$ cat config.mk
export PLATFORM = sky130hd
export DESIGN_NAME = agc_loop
export DESIGN_NICKNAME = d
export VERILOG_FILES = /design/src/hw/agc_pkg.sv /design/src/hw/agc_loop.sv
export SDC_FILE = /design/constraint.sdc
export NUM_CORES = 1
export LEC_CHECK = 0
export BUFFER_PORTS_ARGS = -buffer_cell sky130_fd_sc_hd__clkbuf_2
export CORE_MARGIN = 8
export CORE_UTILIZATION = 50
export DETAILED_ROUTE_END_ITERATION = 10
export PLACE_DENSITY_LB_ADDON = 0.2
export SYNTH_ARGS = -nofsm -noshare
export SYNTH_HDL_FRONTEND = slang
export SYNTH_SLANG_ARGS = --single-unit
$ cat constraint.sdc
create_clock -name clk -period 10 [get_ports clk]
set_input_delay 2 -clock clk [delete_from_list [all_inputs] [get_ports clk]]
set_output_delay 2 -clock clk [all_outputs]
set_load 0.05 [all_outputs]
$ cat src/hw/agc_pkg.sv
`default_nettype none
package agc_pkg;
    // Register byte offsets
    localparam logic [7:0] OFS_CTRL = 8'h00;
    localparam logic [7:0] OFS_GAIN1 = 8'h04;
    localparam logic [7:0] OFS_GAIN2 = 8'h08;
    localparam logic [7:0] OFS_GAIN3 = 8'h0c;
    localparam logic [7:0] OFS_GAIN4 = 8'h10;
    localparam logic [7:0] OFS_STATUS = 8'h14;
    localparam logic [7:0] OFS_STRENGTH = 8'h18;
    // Control register bits
    localparam int CTRL_RX_ON = 0;
    localparam int CTRL_BLANK = 1;
    localparam int CTRL_CS_OVR = 2;
    localparam int CTRL_BYPASS = 3;
    localparam int CTRL_FREQ_SEL = 4;
    // Gain configuration fields
    localparam int G1_FREEZE_LSB = 0;
    localparam int G1_WAIT_LSB = 2;
    localparam int G2_AVG_LSB = 0;
    localparam int G2_HYST = 3;
    localparam int G2_LNA_LSB = 4;
    localparam int G2_AGC_OFF = 7;
    localparam int G34_MARGIN_LSB = 5;
    // Status fields
    localparam int ST_HOLD = 0;
    localparam int ST_AGC_OFF = 1;
    localparam int ST_CS = 3;
    localparam int ST_GAIN_LSB = 8;
    // Reset values and the loop-off gain 2 value
    localparam logic [7:0] RST_CTRL = 8'h00;
    localparam logic [7:0] RST_GAIN1 = 8'h00;
    localparam logic [7:0] RST_GAIN2 = 8'hbf;
    localparam logic [7:0] RST_GAIN3 = 8'h00;
    localparam logic [7:0] RST_GAIN4 = 8'h00;
    localparam logic [7:0] GAIN2_AGC_OFF_VAL = 8'hbf;
    // Timing and strength figures, response codes and loop states
    localparam logic [7:0] FREEZE_BASE = 8'h10;
    localparam logic [5:0] WAIT_BASE = 6'h10;
    localparam int WAIT_STEP_SHIFT = 2;
    localparam logic [6:0] CS_OFFSET = 7'h08;
    localparam logic [6:0] DOWN_OFFSET = 7'h03;
    localparam logic [6:0] STRENGTH_MAX = 7'h6a;
    localparam logic [1:0] RESP_OKAY = 2'b00;
    localparam logic [1:0] RESP_SLVERR = 2'b10;
    typedef enum logic [3:0] {
        AGC_IDLE = 4'b0001,
        AGC_FREEZE = 4'b0010,
        AGC_WAIT = 4'b0100,
        AGC_MEASURE = 4'b1000
    } agc_state_e;
endpackage
`default_nettype wire

$ cat src/hw/agc_loop.sv
// The AXI4-Lite register port and the placing of the registers were chosen for this implementation.
`timescale 1ns/10ps
`default_nettype none
module agc_loop #(
    parameter int GAIN_W = 5,
    parameter int STR_W = 7
) (
    input wire logic clk,
    input wire logic nrst,
    input wire logic [7:0] s_axi_awaddr,
    input wire logic s_axi_awvalid,
    output logic s_axi_awready,
    input wire logic [31:0] s_axi_wdata,
    input wire logic [3:0] s_axi_wstrb,
    input wire logic s_axi_wvalid,
    output logic s_axi_wready,
    output logic [1:0] s_axi_bresp,
    output logic s_axi_bvalid,
    input wire logic s_axi_bready,
    input wire logic [7:0] s_axi_araddr,
    input wire logic s_axi_arvalid,
    output logic s_axi_arready,
    output logic [31:0] s_axi_rdata,
    output logic [1:0] s_axi_rresp,
    output logic s_axi_rvalid,
    input wire logic s_axi_rready,
    input wire logic [STR_W-1:0] strength_raw,
    input wire logic strength_valid,
    input wire logic adc_tick,
    input wire logic pll_lock,
    output logic [GAIN_W-1:0] gain_code,
    output logic [1:0] second_lna_stage,
    output logic offset_blank_enable,
    output logic prefilter_bypass,
    output logic freq_select,
    output logic bitsync_hold,
    output logic carrier_sense
);
    logic [7:0] ctrl_q, ctrl_d, g1_q, g1_d;
    logic [7:0] gain_config_two_q, gain_config_two_d;
    logic [7:0] gain_config_three_q, gain_config_three_d;
    logic [7:0] gain_config_four_q, gain_config_four_d;
    logic bvalid_q, bvalid_d, rvalid_q, rvalid_d;
    logic [1:0] bresp_q, bresp_d, rresp_q, rresp_d;
    logic [31:0] rdata_q, rdata_d;
    logic wr_go, rd_go;
    logic [31:0] status_word, strength_word;

    agc_pkg::agc_state_e st_q, st_d;
    logic [7:0] cnt_q, cnt_d;
    logic [10:0] acc_q, acc_d;
    logic [3:0] n_q, n_d;
    logic [GAIN_W-1:0] gain_q, gain_d;
    logic cs_q, cs_d;
    logic [1:0] pend_q, pend_d;
    logic [STR_W-1:0] rep_q, rep_d;
    logic freq_q;

    logic agc_off, hyst_en, blank_en, cs_ovr, rx_on;
    logic [GAIN_W-1:0] gain_max;
    logic [4:0] cs_level;
    logic [2:0] down_m, up_m, wait_f;
    logic [1:0] freeze_f, avg_f;
    logic [6:0] lim_lo, lim_hi, avg_val;
    logic [10:0] acc_sum;
    logic [3:0] n_last;
    logic [7:0] wait_cnt, freeze_cnt;
    logic win_done, want_dn, want_up;
    logic [7:0] rep_sum;

    always_comb
    begin
        agc_off = (gain_config_two_q == agc_pkg::GAIN2_AGC_OFF_VAL);
        hyst_en = gain_config_two_q[agc_pkg::G2_HYST];
        avg_f = gain_config_two_q[agc_pkg::G2_AVG_LSB +: 2];
        blank_en = ctrl_q[agc_pkg::CTRL_BLANK];
        cs_ovr = ctrl_q[agc_pkg::CTRL_CS_OVR];
        rx_on = ctrl_q[agc_pkg::CTRL_RX_ON];
        gain_max = gain_config_three_q[GAIN_W-1:0];
        down_m = gain_config_three_q[agc_pkg::G34_MARGIN_LSB +: 3];
        cs_level = gain_config_four_q[4:0];
        up_m = gain_config_four_q[agc_pkg::G34_MARGIN_LSB +: 3];
        freeze_f = g1_q[agc_pkg::G1_FREEZE_LSB +: 2];
        wait_f = g1_q[agc_pkg::G1_WAIT_LSB +: 3];
        lim_lo = {2'b00, cs_level} + {4'h0, up_m};
        lim_hi = lim_lo + {4'h0, down_m} + agc_pkg::DOWN_OFFSET;
        freeze_cnt = agc_pkg::FREEZE_BASE << freeze_f;
        // Blanking clears the offset spike early, so the settle wait halves
        wait_cnt = {2'b00, agc_pkg::WAIT_BASE}
            + ({5'h00, wait_f} << agc_pkg::WAIT_STEP_SHIFT);
        if (blank_en)
        begin
            wait_cnt = wait_cnt >> 1;
        end
        n_last = 4'((5'd2 << avg_f) - 5'd1);
        acc_sum = acc_q + {4'h0, strength_raw};
        // Widened shift amount so the longest window does not wrap to zero
        avg_val = 7'(acc_sum >> ({1'b0, avg_f} + 3'd1));
        win_done = (st_q == agc_pkg::AGC_MEASURE) && strength_valid
            && (n_q == n_last);
        // Raw averaged strength drives decisions; the report adds twice the gain headroom
        want_dn = (avg_val > lim_hi + {6'h00, hyst_en})
            && (gain_q != '0);
        want_up = (avg_val + {6'h00, hyst_en} < lim_lo)
            && (gain_q < gain_max);
    end

    assign wr_go = s_axi_awvalid && s_axi_wvalid && !bvalid_q;
    assign rd_go = s_axi_arvalid && !rvalid_q;
    assign s_axi_awready = wr_go;
    assign s_axi_wready = wr_go;
    assign s_axi_arready = rd_go;
    assign s_axi_bvalid = bvalid_q;
    assign s_axi_bresp = bresp_q;
    assign s_axi_rvalid = rvalid_q;
    assign s_axi_rresp = rresp_q;
    assign s_axi_rdata = rdata_q;
    assign status_word = {19'h0, gain_q, 4'h0, cs_q, 1'b0, agc_off,
        bitsync_hold};
    assign strength_word = {25'h0, rep_q};

    always_comb
    begin
        ctrl_d = ctrl_q;
        g1_d = g1_q;
        gain_config_two_d = gain_config_two_q;
        gain_config_three_d = gain_config_three_q;
        gain_config_four_d = gain_config_four_q;
        bvalid_d = bvalid_q && !s_axi_bready;
        bresp_d = bresp_q;
        rvalid_d = rvalid_q && !s_axi_rready;
        rresp_d = rresp_q;
        rdata_d = rdata_q;
        if (wr_go)
        begin
            bvalid_d = 1'b1;
            bresp_d = agc_pkg::RESP_OKAY;
            if (s_axi_wstrb[0])
            begin
                case (s_axi_awaddr)
                    agc_pkg::OFS_CTRL: ctrl_d = s_axi_wdata[7:0];
                    agc_pkg::OFS_GAIN1: g1_d = s_axi_wdata[7:0];
                    agc_pkg::OFS_GAIN2: gain_config_two_d = s_axi_wdata[7:0];
                    agc_pkg::OFS_GAIN3: gain_config_three_d = s_axi_wdata[7:0];
                    agc_pkg::OFS_GAIN4: gain_config_four_d = s_axi_wdata[7:0];
                    default: ;
                endcase
            end
            case (s_axi_awaddr)
                agc_pkg::OFS_CTRL, agc_pkg::OFS_GAIN1, agc_pkg::OFS_GAIN2,
                agc_pkg::OFS_GAIN3, agc_pkg::OFS_GAIN4: ;
                default: bresp_d = agc_pkg::RESP_SLVERR;
            endcase
        end
        if (rd_go)
        begin
            rvalid_d = 1'b1;
            rresp_d = agc_pkg::RESP_OKAY;
            case (s_axi_araddr)
                agc_pkg::OFS_CTRL: rdata_d = {24'h0, ctrl_q};
                agc_pkg::OFS_GAIN1: rdata_d = {24'h0, g1_q};
                agc_pkg::OFS_GAIN2: rdata_d = {24'h0, gain_config_two_q};
                agc_pkg::OFS_GAIN3: rdata_d = {24'h0, gain_config_three_q};
                agc_pkg::OFS_GAIN4: rdata_d = {24'h0, gain_config_four_q};
                agc_pkg::OFS_STATUS: rdata_d = status_word;
                agc_pkg::OFS_STRENGTH: rdata_d = strength_word;
                default:
                begin
                    rdata_d = 32'h0;
                    rresp_d = agc_pkg::RESP_SLVERR;
                end
            endcase
        end
    end

    always_ff @(posedge clk or negedge nrst)
    begin
        if (!nrst)
        begin
            ctrl_q <= agc_pkg::RST_CTRL;
            g1_q <= agc_pkg::RST_GAIN1;
            gain_config_two_q <= agc_pkg::RST_GAIN2;
            gain_config_three_q <= agc_pkg::RST_GAIN3;
            gain_config_four_q <= agc_pkg::RST_GAIN4;
            bvalid_q <= 1'b0;
            bresp_q <= 2'b00;
            rvalid_q <= 1'b0;
            rresp_q <= 2'b00;
            rdata_q <= 32'h0;
        end
        else
        begin
            ctrl_q <= ctrl_d;
            g1_q <= g1_d;
            gain_config_two_q <= gain_config_two_d;
            gain_config_three_q <= gain_config_three_d;
            gain_config_four_q <= gain_config_four_d;
            bvalid_q <= bvalid_d;
            bresp_q <= bresp_d;
            rvalid_q <= rvalid_d;
            rresp_q <= rresp_d;
            rdata_q <= rdata_d;
        end
    end

    always_comb
    begin
        st_d = st_q;
        cnt_d = cnt_q;
        acc_d = acc_q;
        n_d = n_q;
        gain_d = (gain_q > gain_max) ? gain_max : gain_q;
        cs_d = cs_q && !cs_ovr;
        pend_d = pend_q;
        rep_sum = {1'b0, avg_val}
            + {2'b00, 6'({1'b0, gain_max - gain_q} << 1)};
        rep_d = (rep_sum > {1'b0, agc_pkg::STRENGTH_MAX})
            ? agc_pkg::STRENGTH_MAX : rep_sum[6:0];
        rep_d = win_done ? rep_d : rep_q;
        case (st_q)
            agc_pkg::AGC_IDLE:
            begin
                cnt_d = freeze_cnt;
                if (rx_on)
                begin
                    st_d = agc_pkg::AGC_FREEZE;
                end
            end
            agc_pkg::AGC_FREEZE:
            begin
                if (adc_tick)
                begin
                    cnt_d = cnt_q - 8'h01;
                    if (cnt_q == 8'h01)
                    begin
                        st_d = agc_pkg::AGC_WAIT;
                        cnt_d = wait_cnt;
                    end
                end
            end
            agc_pkg::AGC_WAIT:
            begin
                acc_d = '0;
                n_d = '0;
                if (strength_valid)
                begin
                    cnt_d = cnt_q - 8'h01;
                    if (cnt_q == 8'h01)
                    begin
                        st_d = agc_pkg::AGC_MEASURE;
                    end
                end
            end
            agc_pkg::AGC_MEASURE:
            begin
                if (strength_valid)
                begin
                    acc_d = acc_sum;
                    n_d = n_q + 4'h1;
                end
                if (win_done)
                begin
                    acc_d = '0;
                    n_d = '0;
                    cs_d = (avg_val > {2'b00, cs_level} + agc_pkg::CS_OFFSET)
                        && !cs_ovr;
                    pend_d = {want_up, want_dn};
                    // Hysteresis needs two windows agreeing before a step
                    if (!agc_off && (want_dn || want_up)
                        && (!hyst_en || pend_q == {want_up, want_dn}))
                    begin
                        gain_d = want_dn ? gain_q - 1'b1
                            : gain_q + 1'b1;
                        pend_d = 2'b00;
                        st_d = agc_pkg::AGC_WAIT;
                        cnt_d = wait_cnt;
                    end
                end
            end
            default: st_d = agc_pkg::AGC_IDLE;
        endcase
        if (agc_off)
        begin
            gain_d = gain_max;
        end
        if (rx_on && (!pll_lock
            || freq_q != ctrl_q[agc_pkg::CTRL_FREQ_SEL]))
        begin
            st_d = agc_pkg::AGC_FREEZE;
            cnt_d = freeze_cnt;
        end
        if (!rx_on)
        begin
            st_d = agc_pkg::AGC_IDLE;
            cs_d = 1'b0;
        end
    end

    always_ff @(posedge clk or negedge nrst)
    begin
        if (!nrst)
        begin
            st_q <= agc_pkg::AGC_IDLE;
            cnt_q <= 8'h00;
            acc_q <= '0;
            n_q <= '0;
            gain_q <= '0;
            cs_q <= 1'b0;
            pend_q <= 2'b00;
            rep_q <= '0;
            freq_q <= 1'b0;
        end
        else
        begin
            st_q <= st_d;
            cnt_q <= cnt_d;
            acc_q <= acc_d;
            n_q <= n_d;
            gain_q <= gain_d;
            cs_q <= cs_d;
            pend_q <= pend_d;
            rep_q <= rep_d;
            freq_q <= ctrl_q[agc_pkg::CTRL_FREQ_SEL];
        end
    end

    assign gain_code = gain_q;
    assign second_lna_stage = gain_config_two_q[agc_pkg::G2_LNA_LSB +: 2];
    assign offset_blank_enable = blank_en;
    assign prefilter_bypass = ctrl_q[agc_pkg::CTRL_BYPASS];
    assign freq_select = ctrl_q[agc_pkg::CTRL_FREQ_SEL];
    assign bitsync_hold = (st_q != agc_pkg::AGC_MEASURE);
    assign carrier_sense = cs_q;

    gain_cap_a: assert property (@(posedge clk) disable iff (!nrst)
        $past(gain_max) == gain_max |-> gain_q <= gain_max
        || $past(gain_q) > gain_max)
        else $error("gain code above programmed maximum");
    gain_down_a: assert property (@(posedge clk) disable iff (!nrst)
        win_done && want_dn && !hyst_en && !agc_off && rx_on && pll_lock
        && freq_q == freq_select && gain_q <= gain_max
        |=> gain_q == $past(gain_q) - 1'b1)
        else $error("gain did not step down above upper limit");
    gain_up_a: assert property (@(posedge clk) disable iff (!nrst)
        win_done && want_up && !want_dn && !hyst_en && !agc_off && rx_on
        && pll_lock && freq_q == freq_select
        |=> gain_q == $past(gain_q) + 1'b1)
        else $error("gain did not step up below lower limit");
    step_hold_a: assert property (@(posedge clk) disable iff (!nrst)
        rx_on && !agc_off && gain_q != $past(gain_q)
        && $past(gain_q) <= gain_max |-> bitsync_hold)
        else $error("no settle hold after gain step");
    freeze_entry_a: assert property (@(posedge clk) disable iff (!nrst)
        rx_on && !pll_lock |=> st_q == agc_pkg::AGC_FREEZE ##1 bitsync_hold)
        else $error("no hold after loss of lock");
    freeze_tick_a: assert property (@(posedge clk) disable iff (!nrst)
        st_q == agc_pkg::AGC_FREEZE && !adc_tick && rx_on
        |=> st_q == agc_pkg::AGC_FREEZE)
        else $error("start-up hold left without converter tick");
    agc_off_a: assert property (@(posedge clk) disable iff (!nrst)
        agc_off [*2] |-> gain_q == $past(gain_max))
        else $error("disabled loop not at maximum gain");
    cs_override_a: assert property (@(posedge clk) disable iff (!nrst)
        cs_ovr |=> !carrier_sense)
        else $error("carrier sense despite override");
    strength_range_a: assert property (@(posedge clk)
        disable iff (!nrst) rep_q <= agc_pkg::STRENGTH_MAX)
        else $error("strength report out of range");
    cover_down_c: cover property (@(posedge clk) disable iff (!nrst)
        $fell(gain_q[0]) && st_q == agc_pkg::AGC_WAIT);
    cover_up_c: cover property (@(posedge clk) disable iff (!nrst)
        $rose(gain_q[0]) && st_q == agc_pkg::AGC_WAIT);
    cover_cs_c: cover property (@(posedge clk) disable iff (!nrst)
        $rose(carrier_sense));
endmodule
`default_nettype wire

== After elaboration in Yosys (flattened, before gate mapping) ==
Index checks and enable logic that the tools add are counted.

* Bits in registers: 121
* Memory bits (writable): 0
* Word-level logic and storage cells: 155
* Output and inout bits: 53
* Input bits: 69
* Latch bits: 0
* Memory bits (read-only): 0
* Memories: 0

* Shift-type cells: 3
* Multiply operators: 0
* Equal/unequal tests: 31
* Add/sub/neg operators: 16
* Muxes and demuxes: 39
* Reduce and logical (&&, ||, !) cells: 41
* Bitwise gates (word level): 0
* $lt $le $gt $ge: 6
* Div/mod/pow operators: 0

{| class="wikitable"
|+ Operator list
! kind !! number
|-
| $pmux W13 S7 || 1
|-
| $mux W8 || 7
|-
| $mux W4 || 10
|-
| $eq A8 B4 Y1 const B || 4
|-
| $eq A8 B5 Y1 const B || 4
|-
| $pmux W8 S4 || 1
|-
| $mux W5 || 6
|-
| $mux W11 || 2
|-
| $pmux W11 S2 || 1
|-
| $ne A4 B4 Y1 const B || 5
|-
| $eq A8 B3 Y1 const B || 2
|-
| $logic_not A8 Y1 || 2
|-
| $pmux W4 S4 || 1
|-
| $reduce_and A3 Y1 || 5
|-
| $add A7 B1 Y7 || 2
|-
| $logic_and A1 B1 Y1 || 14
|-
| $add A11 B7 Y11 || 1
|-
| $shr A11 B3 Y7 || 1
|-
| $reduce_bool A5 Y1 || 2
|-
| $ne A3 B3 Y1 const B || 3
|-
| $add A7 B6 Y8 || 1
|-
| $eq A8 B1 Y1 const B || 1
|-
| $eq A8 B8 Y1 const B || 1
|-
| $gt A8 B7 Y1 const B || 1
|-
| 42 further kinds || 58
|}

== Longest topological paths before layout ==
* Depth after elaboration: 14
* Mapped depth: 24
* Mapped depth without buffers: 24

== Worst setup path after synthesis ==
No wires, ideal clock.

* Kind: input to register
* Start point: input port strength_raw[0]
* End point: register gain_q[4], in the netlist gain_code[4]
* Path slack: 3.212 ns
* Stages on the path: 19
* Data required time: 9.904 ns
* Setup time: 0.096 ns
* Path buffers: 0
* Data arrival time: 6.692 ns
* Cells stage by stage: ha_1 > fa_1 > a211oi_2 > o21ai_2 > xnor2_2 > a222oi_1 > ha_1 > and4_1 > nand3_1 > nor2b_1 > mux2i_1 > a211oi_2 > ha_1 > a21o_1 > a21oi_1 > xnor2_1 > nand3_1 > nor4b_2 > a311oi_2

* Word-level cells in the longest chain between the ends: 12
* Elaborated cells between the ends (all ways): 17
* Classes of those cells: add/sub (2); order compare (2); eq/ne (1); shift (1); mux (5); reduce/logical (6)

{| class="wikitable"
|+ Ends and longest elaborated chain
! element !! RTL line !! RTL
|-
| from (decl) || agc_loop.sv:27 || <nowiki>input wire logic [STR_W-1:0] strength_raw,</nowiki>
|-
| $add A11 B7 Y11 (*) || agc_loop.sv:96 || <nowiki>acc_sum = acc_q + {4'h0, strength_raw};</nowiki>
|-
| $shr A11 B3 Y7 (*) || agc_loop.sv:98 || <nowiki>avg_val = 7'(acc_sum >> ({1'b0, avg_f} + 3'd1));</nowiki>
|-
| $add A7 B1 Y7 || agc_loop.sv:104 || <nowiki>want_up = (avg_val + {6'h00, hyst_en} < lim_lo)</nowiki>
|-
| $lt A7 B6 Y1 || agc_loop.sv:104 ||
|-
| $logic_and A1 B1 Y1 || agc_loop.sv:105 || <nowiki>&& (gain_q < gain_max);</nowiki>
|-
| $eq A2 B2 Y1 / $logic_or A1 B1 Y1 (equally long branches) || agc_loop.sv:270, agc_loop.sv:269 ||
|-
| $logic_or A1 B1 Y1 / $logic_and A1 B1 Y1 (equally long branches) || agc_loop.sv:270, agc_loop.sv:269 ||
|-
| $logic_and A1 B1 Y1 || agc_loop.sv:270 || <nowiki>&& (!hyst_en || pend_q == {want_up, want_dn}))</nowiki>
|-
| $mux W5 (*) || agc_loop.sv:269 || <nowiki>if (!agc_off && (want_dn || want_up)</nowiki>
|-
| $mux W5 (*) || agc_loop.sv:261 || <nowiki>if (win_done)</nowiki>
|-
| $mux W5 (*) || agc_loop.sv:220 || <nowiki>case (st_q)</nowiki>
|-
| $mux W5 (*) || agc_loop.sv:282 || <nowiki>if (agc_off)</nowiki>
|-
| via gain_d[4] || agc_loop.sv:53 || <nowiki>logic [GAIN_W-1:0] gain_q, gain_d;</nowiki>
|-
| to (signal assigned) || agc_loop.sv:319 || <nowiki>gain_q <= gain_d;</nowiki>
|-
| to (decl) || agc_loop.sv:53 ||
|}

The timed path passes the listed nets; every way through them passes the cells marked *.
A chain may end at the register's enable or synchronous reset.

== Worst setup path in the final report ==
Ends and elaborated chain as after synthesis.

==> run metrics <==
Pint=0.6779 mW; number of synthesized flops with an enable pin=0; sequential fraction of the synthesis area=33.95%; Switch Pwr=0.3543 mW; insertion delay to the later sink of the worst-skew pair=0.36 ns; die area=18950 sq um; DRT Pass-1 Iters=5; status=complete, no violations; synthesized flop and latch total=100; Leak=3.845 nW; die height=137.7 um; Metal-1 WL=8.684 mm; Yosys cell types=75; most frequent CP cell=ha_1; TNS Setup=0 ns; HPWL Detailed=14.00 mm; CTS HTree Levels=3; clock sinks=100; syn_area_per_cell=9.003 sq um; total gr overflow=0; Setup Fix Bufs, Post-CTS=0; Synth Warn #=0; Root Buffer=clkbuf_16; Worst EP arrival=7.55 ns; maximum vdd drop=0.09053 mV; DIE WIDTH=137.7 um; Nets=1011; CTS Hold Bufs=0; Setup Crit Path Kind=input port to flop; switching portion of total power=34.32%; crit share post-route=72.85%; Slew HR=29.07%; Clock Skew=0.01120 ns; highest metal used=met4; worst hold path class=flop to flop; area leader, netlist=dfrtp_1; CTS buffer count=9; drt initial violations=391; Worst path slowest cell=a222oi_1; vias in the first global route=5764; RePlAce Congestion=0.8321; Worst-Margin Slew=1.064 ns; Post-Synthesis Cells=822; dpl cell area=7811 sq um; IO Pins=122; FP Rows=44; vias per cell=5.649; DRC Markers=0; Critical Path Fanout Max=10; WHS=0.4693 ns; Mapped Area=7401 sq um; CP Data Required Time=10.26 ns; Post-DRT Antenna Nets=0; Worst setup EP type=flop; largest net degree at the start of global routing=75; core area=14480 sq um; CTS tree=built; Bufs on Longest Clock Path=2; Port Buffers=73; Cell Pwr Density=127.5 nW/um^2; Async SR Flop Fraction=100.0%; Layout fillers=1332; Max Cap Violations=0; cts repair resizes=0; share of cells above drive strength 1=18.15%; metal3 WL=855 um; number of diodes=0; CP peak stage delay=0.95 ns; initial antenna violation count=0; count of final setup violators=0; CP Launch Type=input port; Clk pwr share=33.1%; combinational power share=25.9%; Final Max Slew Viols=0; metal2 WL=8.436 mm; Area contributors post-synth=dfrtp_1 (31%), ha_1 (9.1%), mux2_2 (5.9%); fin util=55.89%; final hold vios=0; sequential share of power=40.9%; Global Route Usage Sum=19.69%; Detailed Route WL=18.25 mm; first-pass GRT wire length=29.64 mm; crit path time final=7.285 ns; RSZ-0062 raised after global routing=no; P&R area growth vs syn=9.349%; via count=6050; WL/cell=17.04 um; max frequency=137.3 MHz; Initial Util=51.11%; Synth top area share=31.11%; Final Cell Area=8093 sq um; ys flop type=dfrtp_1; CTS clk-pin slew, worst paths=0.08 ns; ordered list of cells on the worst path=clkbuf_2 -> ha_1 -> fa_1 -> a211oi_2 -> o21ai_2 -> xnor2_2 -> a222oi_1 -> ha_1 -> and4_1 -> nand3_1 -> nor2b_1 -> mux2i_1 -> a211oi_2 -> ha_1 -> a21o_1 -> a21oi_1 -> xnor2_1 -> nand3_1 -> nor4b_2 -> a311oi_2
## per-layer routing
metal	track usage (%)	up-vias
li1	-	3018
met2	30.97	127
met5	0	-
met3	3.136	17
met1	27.24	2888
met4	5.854	0
## flip-flops by register name (all words and copies together), names as in the netlist, 5 cells and up
| register | flops |
|---|---|
| gain_config_three_q | 8 |
| gain_config_four_q | 8 |
| ctrl_q | 8 |
| cnt_q | 8 |
| acc_q | 11 |
| s_axi_rdata | 13 |
| rep_q | 7 |
| g1_q | 8 |
| gain_code | 5 |
| gain_config_two_q | 8 |
## per-stage QoR
stage,power (mW),cells,worst slack [ns]
2_1_floorplan,0.6354,842,3.212
3_3_place_gp,0.6921,1055,2.401
3_5_place_dp,0.6959,1055,2.356
4_1_cts,1.038,1071,2.695
5_1_grt,1.082,1071,2.265
6_report,1.032,1071,2.715
## cell usage after synthesis, drive strengths merged (8+ instances only)
cell and count:
o211ai 8, o21ai 74, a21o 16, inv 57, a21oi 48, nand2 97, ha 54, nor3 20
xnor2 17, nor2 54, a211oi 11, nand2b 9, nand3 20, mux2i 25, mux2 39, a22oi 8
clkbuf 17, dfrtp 92, buf 29, nor2b 12, dfstp 8, xor2 14
## worst paths after layout
kind,endpoint,startpoint,cells past startpoint,slack (ns)
setup reg to reg,gain_code[4],acc_q[0],19,4.05
max in group asynchronous,gain_config_four_q[2],nrst,2,7.18
hold reg to reg,carrier_sense,ctrl_q[2],1,0.47
setup / recovery,gain_code[4],strength_raw[0],20,2.72
hold / removal,carrier_sense,ctrl_q[2],1,0.47
min in group asynchronous,acc_q[10],nrst,1,1.56
## cells by family (layout without fill, tap and decap cells)
group | after synthesis | after routing | share of synthesized area, %
xor gates and xnor gates | 31 | 31 | 3.770
DFF | 100 | 100 | 33.95
buffers and inverters | 103 | 148 | 6.644
and+or+nand+nor | 245 | 245 | 15.37
AOI/OAI and AO/OA | 217 | 217 | 19.63
muxes | 65 | 65 | 9.839
other | 1 | 21 | 0.05067
adders and majority gates | 60 | 60 | 10.75
## cell usage in the layout (no fill, tap or decap), types with 4 or more instances in the layout
cell type,instances
a211o_1,4
a211oi_1,8
a21o_1,16
a21oi_1,47
a22oi_1,8
a31oi_1,5
and2_1,6
clkbuf_16,9
clkbuf_2,72
conb_1,21
dfrtp_1,92
dfstp_2,8
fa_1,6
ha_1,54
inv_1,57
mux2_2,39
mux2i_1,23
nand2_1,96
nand2b_1,9
nand3_1,20
nand3b_1,5
nand4_1,6
nor2_1,54
nor2b_1,12
nor3_1,20
o211a_1,5
o211ai_1,7
o21ai_0,66
o21ai_2,4
o22ai_1,6
o31ai_1,6
or3_1,4
xnor2_1,16
xor2_1,14
## area by class of cell
class                           count  area, sq um  area share, %
Sequential cell                   100         2512          31.05
Tap cell                          184        230.2          2.845
Timing Repair Buffer               75        382.9          4.731
Inverter                           57        214.0          2.644
Clock inverter                      7        56.30         0.6957
Multi-Input combinational cell    639         4472          55.26
Clock buffer                        9        225.2          2.783
## critical path, delay by kind of cell
kind | cells | cell delay (ns)
muxes | 1 | 0.09
AOI/OAI and AO/OA | 7 | 2.85
xor gates and xnor gates | 2 | 0.32
adders and majority gates | 4 | 1.48
buffers and inverters | 1 | 0.08
and+or+nand+nor | 5 | 0.71
## power groups by stage
stage / sequential (mW) / combinational (mW) / clock, mW
final: 0.423 / 0.268 / 0.342
after CTS: 0.423 / 0.267 / 0.348
after global placement: 0.431 / 0.261 / 0
after global routing: 0.424 / 0.297 / 0.361
after detailed placement: 0.430 / 0.265 / 0
after floorplan: 0.443 / 0.192 / 0
No activity file was read; power rests on OpenSTA's default activity.
